**src/inc/ibtq_pkg.sv**
```systemverilog
/*
 * Shared constants for the image block transfer queue: register map,
 * field positions, encodings, reset values and sizes.
 * Assumes a single clock domain and a 32-bit register port.
 */
`default_nettype none

package ibtq_pkg;

    ////////////////////////////////////////////////////////////////////
    // sizes
    localparam int DATA_W = 32;
    localparam int ADDR_W = 8;
    localparam int TAG_W = 16;
    localparam int QDEPTH = 8;
    localparam int PTR_W = 3;
    localparam int CNT_W = 4;
    localparam int IRQ_W = 3;

    ////////////////////////////////////////////////////////////////////
    // register offsets
    localparam logic [ADDR_W-1:0] REG_CTRL = 8'h00;
    localparam logic [ADDR_W-1:0] REG_BLOCKS = 8'h04;
    localparam logic [ADDR_W-1:0] REG_CMD = 8'h08;
    localparam logic [ADDR_W-1:0] REG_CAPACITY = 8'h0C;
    localparam logic [ADDR_W-1:0] REG_OCCUPANCY = 8'h10;
    localparam logic [ADDR_W-1:0] REG_LOST = 8'h14;
    localparam logic [ADDR_W-1:0] REG_STATUS = 8'h18;
    localparam logic [ADDR_W-1:0] REG_IRQ_STAT = 8'h1C;
    localparam logic [ADDR_W-1:0] REG_IRQ_CLR = 8'h20;
    localparam logic [ADDR_W-1:0] REG_IRQ_EN = 8'h24;

    ////////////////////////////////////////////////////////////////////
    // control register fields and values
    localparam int CTRL_METHOD_LSB = 0;
    localparam int CTRL_OPER_BIT = 2;
    localparam int CTRL_POLICY_LSB = 4;
    localparam logic [1:0] METHOD_BASIC = 2'h0;
    localparam logic [1:0] METHOD_AUTO = 2'h1;
    localparam logic [1:0] METHOD_USER = 2'h2;
    localparam logic OPER_CONT = 1'h0;
    localparam logic OPER_MULTI = 1'h1;
    localparam logic [1:0] POLICY_OLDEST_FIRST = 2'h0;

    ////////////////////////////////////////////////////////////////////
    // command, status and interrupt bits
    localparam int CMD_GO_BIT = 0;
    localparam int CMD_HALT_BIT = 1;
    localparam int CMD_CLOSE_BIT = 2;
    localparam int STAT_STREAM_BIT = 0;
    localparam int STAT_BUSY_BIT = 1;
    localparam int STAT_REMAIN_LSB = 16;
    localparam int IRQ_LOST_BIT = 0;
    localparam int IRQ_SENT_BIT = 1;
    localparam int IRQ_DONE_BIT = 2;

    ////////////////////////////////////////////////////////////////////
    // reset values
    localparam logic [1:0] METHOD_RST = 2'h0;
    localparam logic OPER_RST = 1'h0;
    localparam logic [15:0] BLOCKS_RST = 16'h0001;
    localparam logic [IRQ_W-1:0] IRQ_EN_RST = 3'h0;

endpackage

`default_nettype wire

```
**src/hw/ibtq_queue.sv**
```systemverilog
/*
 * Block descriptor queue, oldest first, with overwrite of the oldest
 * entry when full and a per-entry flag that marks the first packet ready.
 * Assumes the caller pops only when the head is ready.
 */
`default_nettype none

module ibtq_queue (
    // clock and reset
    input wire logic ref_clk,
    input wire logic rst,
    // control
    input wire logic flush,
    input wire logic push,
    input wire logic [ibtq_pkg::TAG_W-1:0] pushTag,
    input wire logic mark,
    input wire logic pop,
    // state
    output logic headReady,
    output logic [ibtq_pkg::TAG_W-1:0] headTag,
    output logic [ibtq_pkg::CNT_W-1:0] count,
    output logic overwrite
);

    function automatic logic [ibtq_pkg::PTR_W-1:0] ptrInc(
        input logic [ibtq_pkg::PTR_W-1:0] p);
        ptrInc = p + 3'h1;
    endfunction

    logic [ibtq_pkg::TAG_W-1:0] tagArr [ibtq_pkg::QDEPTH];
    logic [ibtq_pkg::QDEPTH-1:0] rdy_r;
    logic [ibtq_pkg::PTR_W-1:0] head_r;
    logic [ibtq_pkg::PTR_W-1:0] tail_r;
    logic [ibtq_pkg::CNT_W-1:0] count_r;

    wire logic full = (count_r == 4'h8);
    wire logic empty = (count_r == 4'h0);
    wire logic doPop = pop && headReady;
    wire logic advHead = doPop || overwrite;
    wire logic [ibtq_pkg::PTR_W-1:0] newest = tail_r - 3'h1;

    assign headReady = !empty && rdy_r[head_r];
    assign headTag = tagArr[head_r];
    assign count = count_r;
    assign overwrite = push && full && !doPop;

    always_ff @(posedge ref_clk) begin
        if (push) begin
            tagArr[tail_r] <= pushTag;
        end
    end

    always_ff @(posedge ref_clk) begin
        if (rst || flush) begin
            head_r <= 3'h0;
            tail_r <= 3'h0;
            count_r <= 4'h0;
            rdy_r <= 8'h00;
        end else begin
            if (mark && !empty) begin
                rdy_r[newest] <= 1'b1;
            end
            if (push) begin
                rdy_r[tail_r] <= 1'b0;
                tail_r <= ptrInc(tail_r);
            end
            if (advHead) begin
                head_r <= ptrInc(head_r);
            end
            count_r <= count_r + {3'h0, push} - {3'h0, advHead};
        end
    end

endmodule

`default_nettype wire

```
**src/hw/ibtq_top.sv**
```systemverilog
/*
 * Image block transfer queue: takes blocks from processing at block start,
 * queues their descriptors oldest first and hands them one at a time to
 * the link-layer transmitter under basic, automatic or user control.
 * Assumes processing and transmitter run on ref_clk; software uses a
 * plain strobe port with read data one cycle after the read strobe.
 */
`default_nettype none

// Functional notes
// basic/automatic send once first packet ready
// user method follows operation mode and commands
// user continuous streams, commands gate streaming only
// multi-block sends programmed count then halts
// writable block count setting held
// block count used only in multi-block
// capacity readable, fixed
// current occupancy readable
// lost block count readable
// queue policy selectable, oldest first only
// go command starts streaming
// halt stops after current block finishes
// go/halt accepted only under user method
// basic/automatic ignore go and halt
// full queue overwrites oldest unsent block
// each overwrite bumps lost counter
// acquisition start/stop leaves queue untouched
// closing channel flushes queue, cancels pending
module ibtq_top (
    // clock and reset
    input wire logic ref_clk,
    input wire logic rst,
    // register port
    input wire logic [ibtq_pkg::ADDR_W-1:0] regAddr,
    input wire logic [ibtq_pkg::DATA_W-1:0] regWrData,
    input wire logic regWr,
    input wire logic regRd,
    output logic [ibtq_pkg::DATA_W-1:0] regRdData,
    // blocks from processing
    input wire logic blkStart,
    input wire logic [ibtq_pkg::TAG_W-1:0] blkTag,
    input wire logic blkPktAvail,
    // stream channel to transmitter
    output logic txValid,
    output logic [ibtq_pkg::TAG_W-1:0] txTag,
    input wire logic txReady,
    input wire logic txDone,
    // interrupt
    output logic irq
);

    typedef enum logic [1:0] {TX_IDLE, TX_OFFER, TX_BUSY} ibtq_tx_e;

    ////////////////////////////////////////////////////////////////////
    // state
    logic [1:0] xfer_method_select_r;
    logic xfer_operation_select_r;
    logic [1:0] queue_policy_r;
    logic [15:0] blocks_to_send_r;
    logic [15:0] remain_r;
    logic streamOn_r;
    logic [ibtq_pkg::DATA_W-1:0] lost_block_counter_r;
    logic [ibtq_pkg::IRQ_W-1:0] irqStat_r;
    logic [ibtq_pkg::IRQ_W-1:0] irqEn_r;
    logic [ibtq_pkg::DATA_W-1:0] regRdData_r;
    logic irq_r;
    logic txValid_r;
    logic [ibtq_pkg::TAG_W-1:0] txTag_r;
    ibtq_tx_e txState_r;

    logic headReady;
    logic [ibtq_pkg::TAG_W-1:0] headTag;
    logic [ibtq_pkg::CNT_W-1:0] queue_occupancy;
    logic overwrite;

    ////////////////////////////////////////////////////////////////////
    // register decode
    wire logic wrCtrl = regWr && (regAddr == ibtq_pkg::REG_CTRL);
    wire logic wrBlocks = regWr && (regAddr == ibtq_pkg::REG_BLOCKS);
    wire logic wrCmd = regWr && (regAddr == ibtq_pkg::REG_CMD);
    wire logic wrIrqClr = regWr && (regAddr == ibtq_pkg::REG_IRQ_CLR);
    wire logic wrIrqEn = regWr && (regAddr == ibtq_pkg::REG_IRQ_EN);

    wire logic [1:0] wrMethod = regWrData[ibtq_pkg::CTRL_METHOD_LSB +: 2];
    wire logic [1:0] wrPolicy = regWrData[ibtq_pkg::CTRL_POLICY_LSB +: 2];
    wire logic methodLegal = (wrMethod != 2'h3);
    wire logic policyLegal = (wrPolicy == ibtq_pkg::POLICY_OLDEST_FIRST);

    ////////////////////////////////////////////////////////////////////
    // mode and command qualification
    wire logic isUser = (xfer_method_select_r == ibtq_pkg::METHOD_USER);
    wire logic isMulti = isUser && (xfer_operation_select_r == ibtq_pkg::OPER_MULTI);
    wire logic stream_go_cmd = wrCmd && regWrData[ibtq_pkg::CMD_GO_BIT] && isUser;
    wire logic stream_halt_cmd = wrCmd && regWrData[ibtq_pkg::CMD_HALT_BIT]
        && isUser;
    wire logic closeCmd = wrCmd && regWrData[ibtq_pkg::CMD_CLOSE_BIT];
    wire logic goValid = stream_go_cmd && !(isMulti && (blocks_to_send_r == 16'h0000));

    // automatic methods always send, user method only while streaming
    wire logic sendAllowed = !isUser || streamOn_r;
    wire logic startBlk = (txState_r == TX_IDLE) && headReady && sendAllowed && !closeCmd;
    wire logic lastOfRun = startBlk && isMulti && (remain_r == 16'h0001);
    wire logic blkSent = (txState_r == TX_BUSY) && txDone;

    ////////////////////////////////////////////////////////////////////
    // descriptor queue
    ibtq_queue u_queue (
        .ref_clk(ref_clk),
        .rst(rst),
        .flush(closeCmd),
        .push(blkStart),
        .pushTag(blkTag),
        .mark(blkPktAvail),
        .pop(startBlk),
        .headReady(headReady),
        .headTag(headTag),
        .count(queue_occupancy),
        .overwrite(overwrite)
    );

    ////////////////////////////////////////////////////////////////////
    // configuration registers
    always_ff @(posedge ref_clk) begin
        if (rst) begin
            xfer_method_select_r <= ibtq_pkg::METHOD_RST;
        end else if (wrCtrl && methodLegal) begin
            xfer_method_select_r <= wrMethod;
        end
    end

    always_ff @(posedge ref_clk) begin
        if (rst) begin
            xfer_operation_select_r <= ibtq_pkg::OPER_RST;
        end else if (wrCtrl) begin
            xfer_operation_select_r <= regWrData[ibtq_pkg::CTRL_OPER_BIT];
        end
    end

    always_ff @(posedge ref_clk) begin
        if (rst) begin
            queue_policy_r <= ibtq_pkg::POLICY_OLDEST_FIRST;
        end else if (wrCtrl && policyLegal) begin
            queue_policy_r <= wrPolicy;
        end
    end

    always_ff @(posedge ref_clk) begin
        if (rst) begin
            blocks_to_send_r <= ibtq_pkg::BLOCKS_RST;
        end else if (wrBlocks) begin
            blocks_to_send_r <= regWrData[15:0];
        end
    end

    ////////////////////////////////////////////////////////////////////
    // streaming gate and multi-block counter
    always_ff @(posedge ref_clk) begin
        if (rst || closeCmd) begin
            streamOn_r <= 1'b0;
        end else if (stream_halt_cmd) begin
            streamOn_r <= 1'b0;
        end else if (goValid) begin
            streamOn_r <= 1'b1;
        end else if (lastOfRun) begin
            streamOn_r <= 1'b0;
        end
    end

    always_ff @(posedge ref_clk) begin
        if (rst) begin
            remain_r <= 16'h0000;
        end else if (goValid && isMulti && !stream_halt_cmd) begin
            remain_r <= blocks_to_send_r;
        end else if (startBlk && isMulti && (remain_r != 16'h0000)) begin
            remain_r <= remain_r - 16'h0001;
        end
    end

    ////////////////////////////////////////////////////////////////////
    // transmitter handshake
    always_ff @(posedge ref_clk) begin
        if (rst) begin
            txState_r <= TX_IDLE;
            txValid_r <= 1'b0;
        end else begin
            case (txState_r)
                TX_IDLE: begin
                    if (startBlk) begin
                        txState_r <= TX_OFFER;
                        txValid_r <= 1'b1;
                    end
                end
                TX_OFFER: begin
                    if (closeCmd) begin
                        txState_r <= TX_IDLE;
                        txValid_r <= 1'b0;
                    end else if (txReady) begin
                        txState_r <= TX_BUSY;
                        txValid_r <= 1'b0;
                    end
                end
                TX_BUSY: begin
                    if (txDone) begin
                        txState_r <= TX_IDLE;
                    end
                end
                default: begin
                    txState_r <= TX_IDLE;
                    txValid_r <= 1'b0;
                end
            endcase
        end
    end

    // offered descriptor, captured at the offer decision
    always_ff @(posedge ref_clk) begin
        if (rst) begin
            txTag_r <= 16'h0000;
        end else if (startBlk) begin
            txTag_r <= headTag;
        end
    end

    ////////////////////////////////////////////////////////////////////
    // lost block counter, survives acquisition start and stop
    always_ff @(posedge ref_clk) begin
        if (rst) begin
            lost_block_counter_r <= 32'h0000_0000;
        end else if (overwrite) begin
            lost_block_counter_r <= lost_block_counter_r + 32'h0000_0001;
        end
    end

    ////////////////////////////////////////////////////////////////////
    // interrupts: events set, clear write drops, set wins
    wire logic [ibtq_pkg::IRQ_W-1:0] irqEvt = {lastOfRun, blkSent, overwrite};
    wire logic [ibtq_pkg::IRQ_W-1:0] irqClr = wrIrqClr ? regWrData[ibtq_pkg::IRQ_W-1:0] : 3'h0;
    wire logic [ibtq_pkg::IRQ_W-1:0] irqStat_nxt = (irqStat_r & ~irqClr) | irqEvt;
    wire logic [ibtq_pkg::IRQ_W-1:0] irqEn_nxt = wrIrqEn ? regWrData[ibtq_pkg::IRQ_W-1:0] : irqEn_r;

    always_ff @(posedge ref_clk) begin
        if (rst) begin
            irqStat_r <= 3'h0;
        end else begin
            irqStat_r <= irqStat_nxt;
        end
    end

    always_ff @(posedge ref_clk) begin
        if (rst) begin
            irqEn_r <= ibtq_pkg::IRQ_EN_RST;
        end else begin
            irqEn_r <= irqEn_nxt;
        end
    end

    // level output follows the next status and enable values
    always_ff @(posedge ref_clk) begin
        if (rst) begin
            irq_r <= 1'b0;
        end else begin
            irq_r <= |(irqStat_nxt & irqEn_nxt);
        end
    end

    ////////////////////////////////////////////////////////////////////
    // read data
    wire logic [ibtq_pkg::DATA_W-1:0] ctrlVal = {26'h0, queue_policy_r, 1'b0,
        xfer_operation_select_r, xfer_method_select_r};
    wire logic [ibtq_pkg::DATA_W-1:0] statusVal = {remain_r, 14'h0,
        (txState_r != TX_IDLE), streamOn_r};
    wire logic [ibtq_pkg::DATA_W-1:0] queue_capacity = 32'h0000_0008;

    wire logic [ibtq_pkg::DATA_W-1:0] rdMux =
        (regAddr == ibtq_pkg::REG_CTRL) ? ctrlVal :
        (regAddr == ibtq_pkg::REG_BLOCKS) ? {16'h0, blocks_to_send_r} :
        (regAddr == ibtq_pkg::REG_CAPACITY) ? queue_capacity :
        (regAddr == ibtq_pkg::REG_OCCUPANCY) ? {28'h0, queue_occupancy} :
        (regAddr == ibtq_pkg::REG_LOST) ? lost_block_counter_r :
        (regAddr == ibtq_pkg::REG_STATUS) ? statusVal :
        (regAddr == ibtq_pkg::REG_IRQ_STAT) ? {29'h0, irqStat_r} :
        (regAddr == ibtq_pkg::REG_IRQ_EN) ? {29'h0, irqEn_r} :
        32'h0000_0000;

    always_ff @(posedge ref_clk) begin
        if (rst) begin
            regRdData_r <= 32'h0000_0000;
        end else if (regRd) begin
            regRdData_r <= rdMux;
        end else begin
            regRdData_r <= 32'h0000_0000;
        end
    end

    ////////////////////////////////////////////////////////////////////
    // outputs
    assign regRdData = regRdData_r;
    assign txValid = txValid_r;
    assign txTag = txTag_r;
    assign irq = irq_r;

endmodule

`default_nettype wire

```
**config.mk**
```make
export PLATFORM = sky130hd
export DESIGN_NAME = ibtq_top
export DESIGN_NICKNAME = d
export VERILOG_FILES = /design/src/inc/ibtq_pkg.sv /design/src/hw/ibtq_queue.sv /design/src/hw/ibtq_top.sv
export SDC_FILE = /design/constraint.sdc
export NUM_CORES = 1
export LEC_CHECK = 0
export BUFFER_PORTS_ARGS = -buffer_cell sky130_fd_sc_hd__buf_2
export CELL_PAD_IN_SITES_DETAIL_PLACEMENT = 1
export CELL_PAD_IN_SITES_GLOBAL_PLACEMENT = 1
export CORE_UTILIZATION = 45
export CTS_BUF_LIST = sky130_fd_sc_hd__clkbuf_4 sky130_fd_sc_hd__clkbuf_8
export CTS_CLUSTER_DIAMETER = 30
export DETAILED_ROUTE_END_ITERATION = 6
export PLACE_DENSITY = 0.86
export SLEW_MARGIN = 20
export SYNTH_ARGS = -nofsm -noshare
export SYNTH_HDL_FRONTEND = slang
export SYNTH_HIERARCHICAL = 1
export SYNTH_SLANG_ARGS = --single-unit
```
**constraint.sdc**
```tcl
create_clock -name ref_clk -period 4.23 [get_ports ref_clk]
set_input_delay 0.846 -clock ref_clk [delete_from_list [all_inputs] [get_ports ref_clk]]
set_output_delay 0.846 -clock ref_clk [all_outputs]
set_load 0.02 [all_outputs]
```
==> results of run 1 <==
layout by cell type, fill, tap and decap left out, types with 12 or more instances in the layout:
cell type  instances
a211oi_1          14
a21oi_1           49
a22oi_1           31
buf_2             97
buf_4             23
clkbuf_8          61
clkinv_2          12
dfxtp_1          149
edfxtp_1         128
ha_1              13
inv_1             16
mux2_2            17
mux2i_1           28
mux4_1            28
nand2_1           80
nand3_1           19
nand4_1           13
nor2_1           134
nor3_1            20
o21ai_0           16
or3_1             12
xnor2_1           18
xor2_1            25
tightest hold or removal path, delay by kind of cell, from the launching register on:
| family | cells | cell delay, ns |
|---|---|---|
| flip-flops | 1 | 0.31 |
| AND/OR/NAND/NOR | 1 | 0.05 |
| AO/OA/AOI/OAI | 1 | 0.05 |
metal layers:
| layer | routed length [µm] | global-route usage, % | vias to the layer above |
|---|---|---|---|
| li1 | - | - | 3884 |
| met1 | 12900 | 28.2 | 4240 |
| met2 | 16800 | 44.4 | 273 |
| met3 | 1380 | 4.00 | 112 |
| met4 | 1400 | 12.4 | 0 |
| met5 | 0 | 0 | - |
layout make-up:
type / instances / area [µm²]
fill: 2640 / 11500
sequential: 277 / 6830
multi-input combinational: 635 / 4540
clock buffer: 66 / 877
timing repair buffer: 120 / 658
tap: 330 / 413
clock inverter: 39 / 392
inverter: 17 / 63.8
worst min path at each step:
stage / from / end / cells past startpoint / slack, ns
detailed placement: queue_policy_r[1] / queue_policy_r[1] / 1 / 0.45
global placement: txTag[7] / txTag[7] / 2 / 0.44
floorplan: queue_policy_r[0] / queue_policy_r[0] / 1 / 0.43
finish: txTag[7] / txTag[7] / 2 / 0.46
global route: txTag[7] / txTag[7] / 2 / 0.48
CTS: txTag[7] / txTag[7] / 2 / 0.46
per-stage QoR:
stage	hold slack, ns	std cells	cell area, µm²	total power [mW]
6_report	0.457	1484	13800	6.43
3_3_place_gp	0.442	1379	12500	3.39
4_1_cts	0.458	1484	13800	6.47
3_5_place_dp	0.450	1379	12500	3.43
5_1_grt	0.481	1484	13800	6.65
2_1_floorplan	0.431	974	11600	3.27
kinds of logic after synthesis:
family / Yosys count
AOI/OAI and AO/OA: 138
DFF: 277
and+or+nand+nor: 363
adders and majority gates: 14
muxes: 77
buffers and inverters: 62
xor gates and xnor gates: 43
flip-flops by register name, indices dropped and copies added (netlist names), 4 cells and up, named ones only:
| register | count |
|---|---|
| u_queue/tagArr | 128 |
| lost_block_counter_r | 32 |
| regRdData | 32 |
| blocks_to_send_r | 16 |
| remain_r | 16 |
| txTag | 16 |
| u_queue/rdy_r | 8 |
| u_queue/count | 4 |
repair_timing:
action | 4_1_cts | 5_1_grt
hold buffers | 0 | 0
gates resized for setup | 0 | 2
setup endpoints to repair | 0 | 3
report_power, final:
part,switching [mW],leakage (nW),total (mW),internal (mW)
sequential,0.0461,2.36,2.90,2.86
clock,1.26,0.636,3.04,1.78
combinational,0.285,2.12,0.493,0.208
==> impl_results.md, run 1 <==
* Num ports at 114
* Syn. warnings at 6
* Post-Place Worst Slack at 0.141 ns
* List of most frequent post-synthesis cells: dfxtp_1 (149), nor2_1 (134), edfxtp_1 (128), nand2_1 (80), a21oi_1 (50)
* Worst Path Buf+Inv at 4
* Largest stage delay, worst path at 0.48 ns
* Grt ovf at 0
* First-pass GRT wire length at 49800 µm
* WL final at 32500 µm
* Finished Core Util at 54.5%
* Ranking of synthesized cells by area: edfxtp_1 (33%), dfxtp_1 (26%), mux4_1 (6.3%)
* Path depth of the worst reg2reg path at 19
* PwrDens at 467 mW/mm²
* Fin. Hold Viols at 0
* Total setup buffers inserted after CTS at 0
* Pin count of the biggest net entering global routing at 50
* FF-to-FF setup slack at 0.27 ns
* Clock Sinks at 277
* Yosys reg bits at 277
* Die Ht at 163 µm
* Worst EP arrival at 4.40 ns
* CTS root buf: clkbuf_8
* Initial drt markers at 575
* Post-Syn Instances at 974
* Antenna violations before repair at 0
* Peak Freq at 0.253 GHz
* Drt drc at 0
* Setup crit end kind: register
* Final HPWL DP at 21600 µm
* Kind of cell adding the most delay to the critical path: simple AND/OR/NAND/NOR gates
* VDD IR-drop max at 0.378 mV
* Mux contribution to synthesized area at 11.2%
* Routed wire per std cell at 21.9 µm
* Fraction of registers with async set/reset at 0%
* Syn Area/Cell at 11.9 µm²
* Vias post-DR at 8509
* Skew final at 0.0442 ns
* Status: completed
* Crit share post-route at 93.5%
* Lkg Pwr at 5.13 nW
* XOR/XNOR Fraction of Synth Area at 3.24%
* Worst-Skew Late Latency at 0.60 ns
* Slowest CP cell: or3b_2
* Unique masters post-synth at 62
* Post-synth EDFFs at 128
* Slew HR at 30.0%
* Register area share after synthesis at 58.7%
* Largest family of logic cells by synthesized area: simple AND/OR/NAND/NOR gates
* DIE WIDTH at 163 µm
* Count leader, synth: dfxtp_1
* Maxcap violations at 0
* Crit-path cells: inv_1, ha_1, nor3b_1, a21oi_2, and3_1, or3b_2, a41oi_2, o21ai_1, clkinv_1, buf_4, nand4_1, nand2_1, ha_1, inv_1, ha_1, a21o_1, a21oi_1, xnor2_1, nor2_1
* CORE AREA at 0.0253 mm²
* Vias/cell at 5.73
* Worst flop-to-flop path startpoint: u_queue/count[2]
* Tot GR Track Use at 24.7%
* Port Buffers at 97
* Compound-Gate Fraction of Synth Area at 7.61%
* Critical Path Source Type: register
* Initial DRT Pass Iterations at 5
* GPL Wtd Cong at 0.850
* Vias in the first global route at 9108
* Worst-margin pin slew at 1.05 ns
* Antenna Nets Post-Route at 0
* Crit path from: u_queue/count[2]
* Worst path depth at 19
* Reg clk slew, reported paths at 0.05 ns
* Setup TNS at 0 ns
* Post-synth net total at 1052
* CP max FO at 19
* Crit path kind: reg2reg
* H-tree depth at 2
* Clock tree buffer depth at 3
* Area Growth Syn to Fin at 18.5%
* Final nets at 1185
* Row count at 58
* Critical Path Sink: u_queue/count[3]
* Worst flop-to-flop path endpoint: u_queue/count[3]
* Number of setup violations in the final report at 0
* Period minus WS final at 3.96 ns
* Post-Synth Adder-Cell Area at 1.57%
* Cell Area, Synth at 0.0116 mm²
* Final worst slack at 0.274 ns
* Die area at 0.0265 mm²
* Crit-path most repeated cell: ha_1
* HP Class: reg2reg
* Top cell type's share of synthesized area at 33.1%
* Max Slew Vio Count at 0
* Num CTS Buffers at 56
* Ys flop type: dfxtp_1
* Post-Synth Simple-Gate Area at 15.3%
* Ant. Diodes at 0
* Layout cells sized above 1 at 22.9%
* Critical path required time at 4.67 ns
* RSZ-0062 raised after global routing: no
* CTS tree: built
* Initial Util at 46.0%
* Cell taking the most area after synthesis: edfxtp_1
Power figures use the tool's default switching activity.
==> run 2: changes to the inputs <==
ABC_AREA = 1   (was default)
CTS_BUF_LIST = default   (was sky130_fd_sc_hd__clkbuf_4 sky130_fd_sc_hd__clkbuf_8)
clock period = 4.4 ns   (was 4.23 ns; I/O delays follow)
==> impl_results.md, run 2 <==
* Critical Path Source Type: register
* Lkg Pwr at 6.03 nW
* Worst-Skew Late Latency at 0.62 ns
* WL final at 40900 µm
* Most frequent cells in the layout: nor2_1 (275), nand2_1 (222), dfxtp_1 (148), edfxtp_1 (128), inv_1 (99)
* Crit-path cells: inv_2, nand2_1, nand3_1, nand3_2, and3_1, nand2_1, nor2_2, nand2_2, inv_2, buf_4, nand4_4, nand2_1, ha_1, inv_1, ha_1, a21o_1, a21oi_1, o21ai_0, a21oi_1
* CORE AREA at 0.0263 mm²
* Cell area after layout at 0.0151 mm²
* Largest stage delay, worst path at 0.45 ns
* Critical path required time at 4.90 ns
* Layout cells sized above 1 at 17.8%
* Worst Path Buf+Inv at 4
* Tot GR Track Use at 29.6%
* Initial Util at 46.3%
* VDD IR-drop max at 0.485 mV
* Syn Area/Cell at 8.79 µm²
* Ranking of synthesized cells by area: edfxtp_1 (32%), dfxtp_1 (24%), nor2_1 (8.5%)
* Setup TNS at 0 ns
* Non-filler cells, final at 1896
* CP max FO at 19
* Cts repair resizes at 0
* Failing checks: design-rule violations
* Crit share post-route at 79.4%
* Cell taking the most area after synthesis: edfxtp_1
* Slowest CP cell: dfxtp_1
* Slew HR at 23.5%
* Antenna Nets Post-Route at 0
* Crit path kind: reg2reg
* Yosys reg bits at 277
* List of most frequent post-synthesis cells: nor2_1 (276), nand2_1 (222), dfxtp_1 (149), edfxtp_1 (128), inv_1 (101)
* Crit-path most repeated cell: nand2_1
* Post-synth net total at 1464
* Grt ovf at 0
* First-pass GRT wire length at 64200 µm
* Worst-margin pin slew at 1.15 ns
* PwrDens at 566 mW/mm²
* Status: complete, but fails checks
* Period minus WS final at 3.49 ns
* GPL Wtd Cong at 0.868
* Die area at 0.0277 mm²
* Max Slew Vio Count at 0
* Reg clk slew, reported paths at 0.05 ns
* Num ports at 114
* Peak Freq at 0.286 GHz
* Vias post-DR at 10900
* Most flops, register: u_queue/tagArr
* Num CTS Buffers at 58
* Initial drt markers at 713
* Ys flop type: dfxtp_1
* Pin count of the biggest net entering global routing at 65
* RSZ-0062 raised after global routing: no
* Vias/cell at 5.74
* Post-synth EDFFs at 128
* Maxcap violations at 0
* Drt drc at 13
* Initial DRT Pass Iterations at 7
* Area Growth Syn to Fin at 23.9%
* Worst EP arrival at 3.99 ns
* Fraction of registers with async set/reset at 0%
* Post-placement cell count at 1785
* Commonest non-fill, non-tap cell in the layout: nor2_1
* Post-Syn Instances at 1386
* Skew final at 0.0520 ns
* Top cell type's share of synthesized area at 31.6%
* Clock Sinks at 277
* Vias in the first global route at 11800
* Unique masters post-synth at 49
* Port Buffers at 97
* Row count at 59
* Total setup buffers inserted after CTS at 0
* DIE WIDTH at 167 µm
* HP Class: reg2reg
* Final Total Pwr at 8.53 mW
* Number of setup violations in the final report at 0
* Syn. warnings at 6
* CTS tree: built
* Register area share after synthesis at 56.1%
* H-tree depth at 2
* Max FFs per register at 128
* Routed wire per std cell at 21.6 µm
* Antenna violations before repair at 1
* DP Area at 0.0129 mm²
* Clock tree buffer depth at 3
* Die Ht at 167 µm
* Cell Area, Synth at 0.0122 mm²
* Setup crit end kind: register
* Hold buffers post-CTS at 0
* CTS root buf: clkbuf_16
* Final nets at 1588
* Fin. Hold Viols at 0
* Kind of cell adding the most delay to the critical path: simple AND/OR/NAND/NOR gates
* Count leader, synth: nor2_1
* Final HPWL DP at 24400 µm
* Finished Core Util at 57.4%
run 2: changes by cell type in the layout (fill, tap and decap cells not counted), sizes merged, moves of 14 or more:
cell and delta:
mux4 -32, mux2 -17, nand3 +70, mux2i -28, a21oi +17, a22oi -32, o21ai +80, inv +107
a32oi +14, a31oi +22, nand2 +149, nor2 +162, xor2 -14
run 2: final cells by class:
class | instances | area (µm²)
Fill cell | 2982 | 11200
Sequential cell | 277 | 6830
Multi-Input combinational cell | 937 | 4620
Clock buffer | 65 | 1510
Timing Repair Buffer | 116 | 628
Clock inverter | 45 | 626
Inverter | 120 | 453
Tap cell | 335 | 419
Antenna cell | 1 | 2.50
run 2: through the flow:
stage / setup slack [ns] / hold slack [ns]
2_1_floorplan: 1.25 / 0.424
3_3_place_gp: 0.942 / 0.447
3_5_place_dp: 0.857 / 0.469
4_1_cts: 0.926 / 0.482
5_1_grt: 0.712 / 0.504
6_report: 0.908 / 0.480
run 2: worst reg2reg max path, cell delays in order (launching register included):
cell and delay (ns):
dfxtp_1 0.45, inv_2 0.12, nand2_1 0.11, nand3_1 0.10
nand3_2 0.12, and3_1 0.24, nand2_1 0.09, nor2_2 0.23
nand2_2 0.10, inv_2 0.07, buf_4 0.29, nand4_4 0.19
nand2_1 0.10, ha_1 0.15, inv_1 0.07, ha_1 0.27
a21o_1 0.18, a21oi_1 0.23, o21ai_0 0.14, a21oi_1 0.15
run 2: where the power goes:
part	internal, mW	leakage, nW	switching (mW)
Sequential	2.80	2.37	0.0727
Combinational	0.279	2.66	0.676
Clock	3.10	1.00	1.61
Total	6.17	6.03	2.36
run 2: cell families after synthesis:
| logic type | synth area share (%) |
|---|---|
| simple gates | 23.9 |
| xor+xnor | 1.65 |
| compound gates | 10.9 |
| fa+ha+maj | 1.50 |
| buf+inv | 6.03 |
| flops | 56.1 |
run 2: worst paths after layout:
path                     startpoint               end  slack [ns]  cells past startpoint
hold reg to reg            txTag[6]          txTag[6]        0.48                      2
setup reg to reg  u_queue/head_r[0]  u_queue/count[3]        0.91                     19
setup / recovery  u_queue/head_r[0]  u_queue/count[3]        0.91                     19
hold / removal             txTag[6]          txTag[6]        0.48                      2
run 2: per-layer routing:
layer | share of wire [%] | track usage [%]
met5 | 0 | 0
met4 | 4.6 | 17.8
met3 | 5.7 | 5.99
met2 | 51 | 52.3
met1 | 39 | 33.1
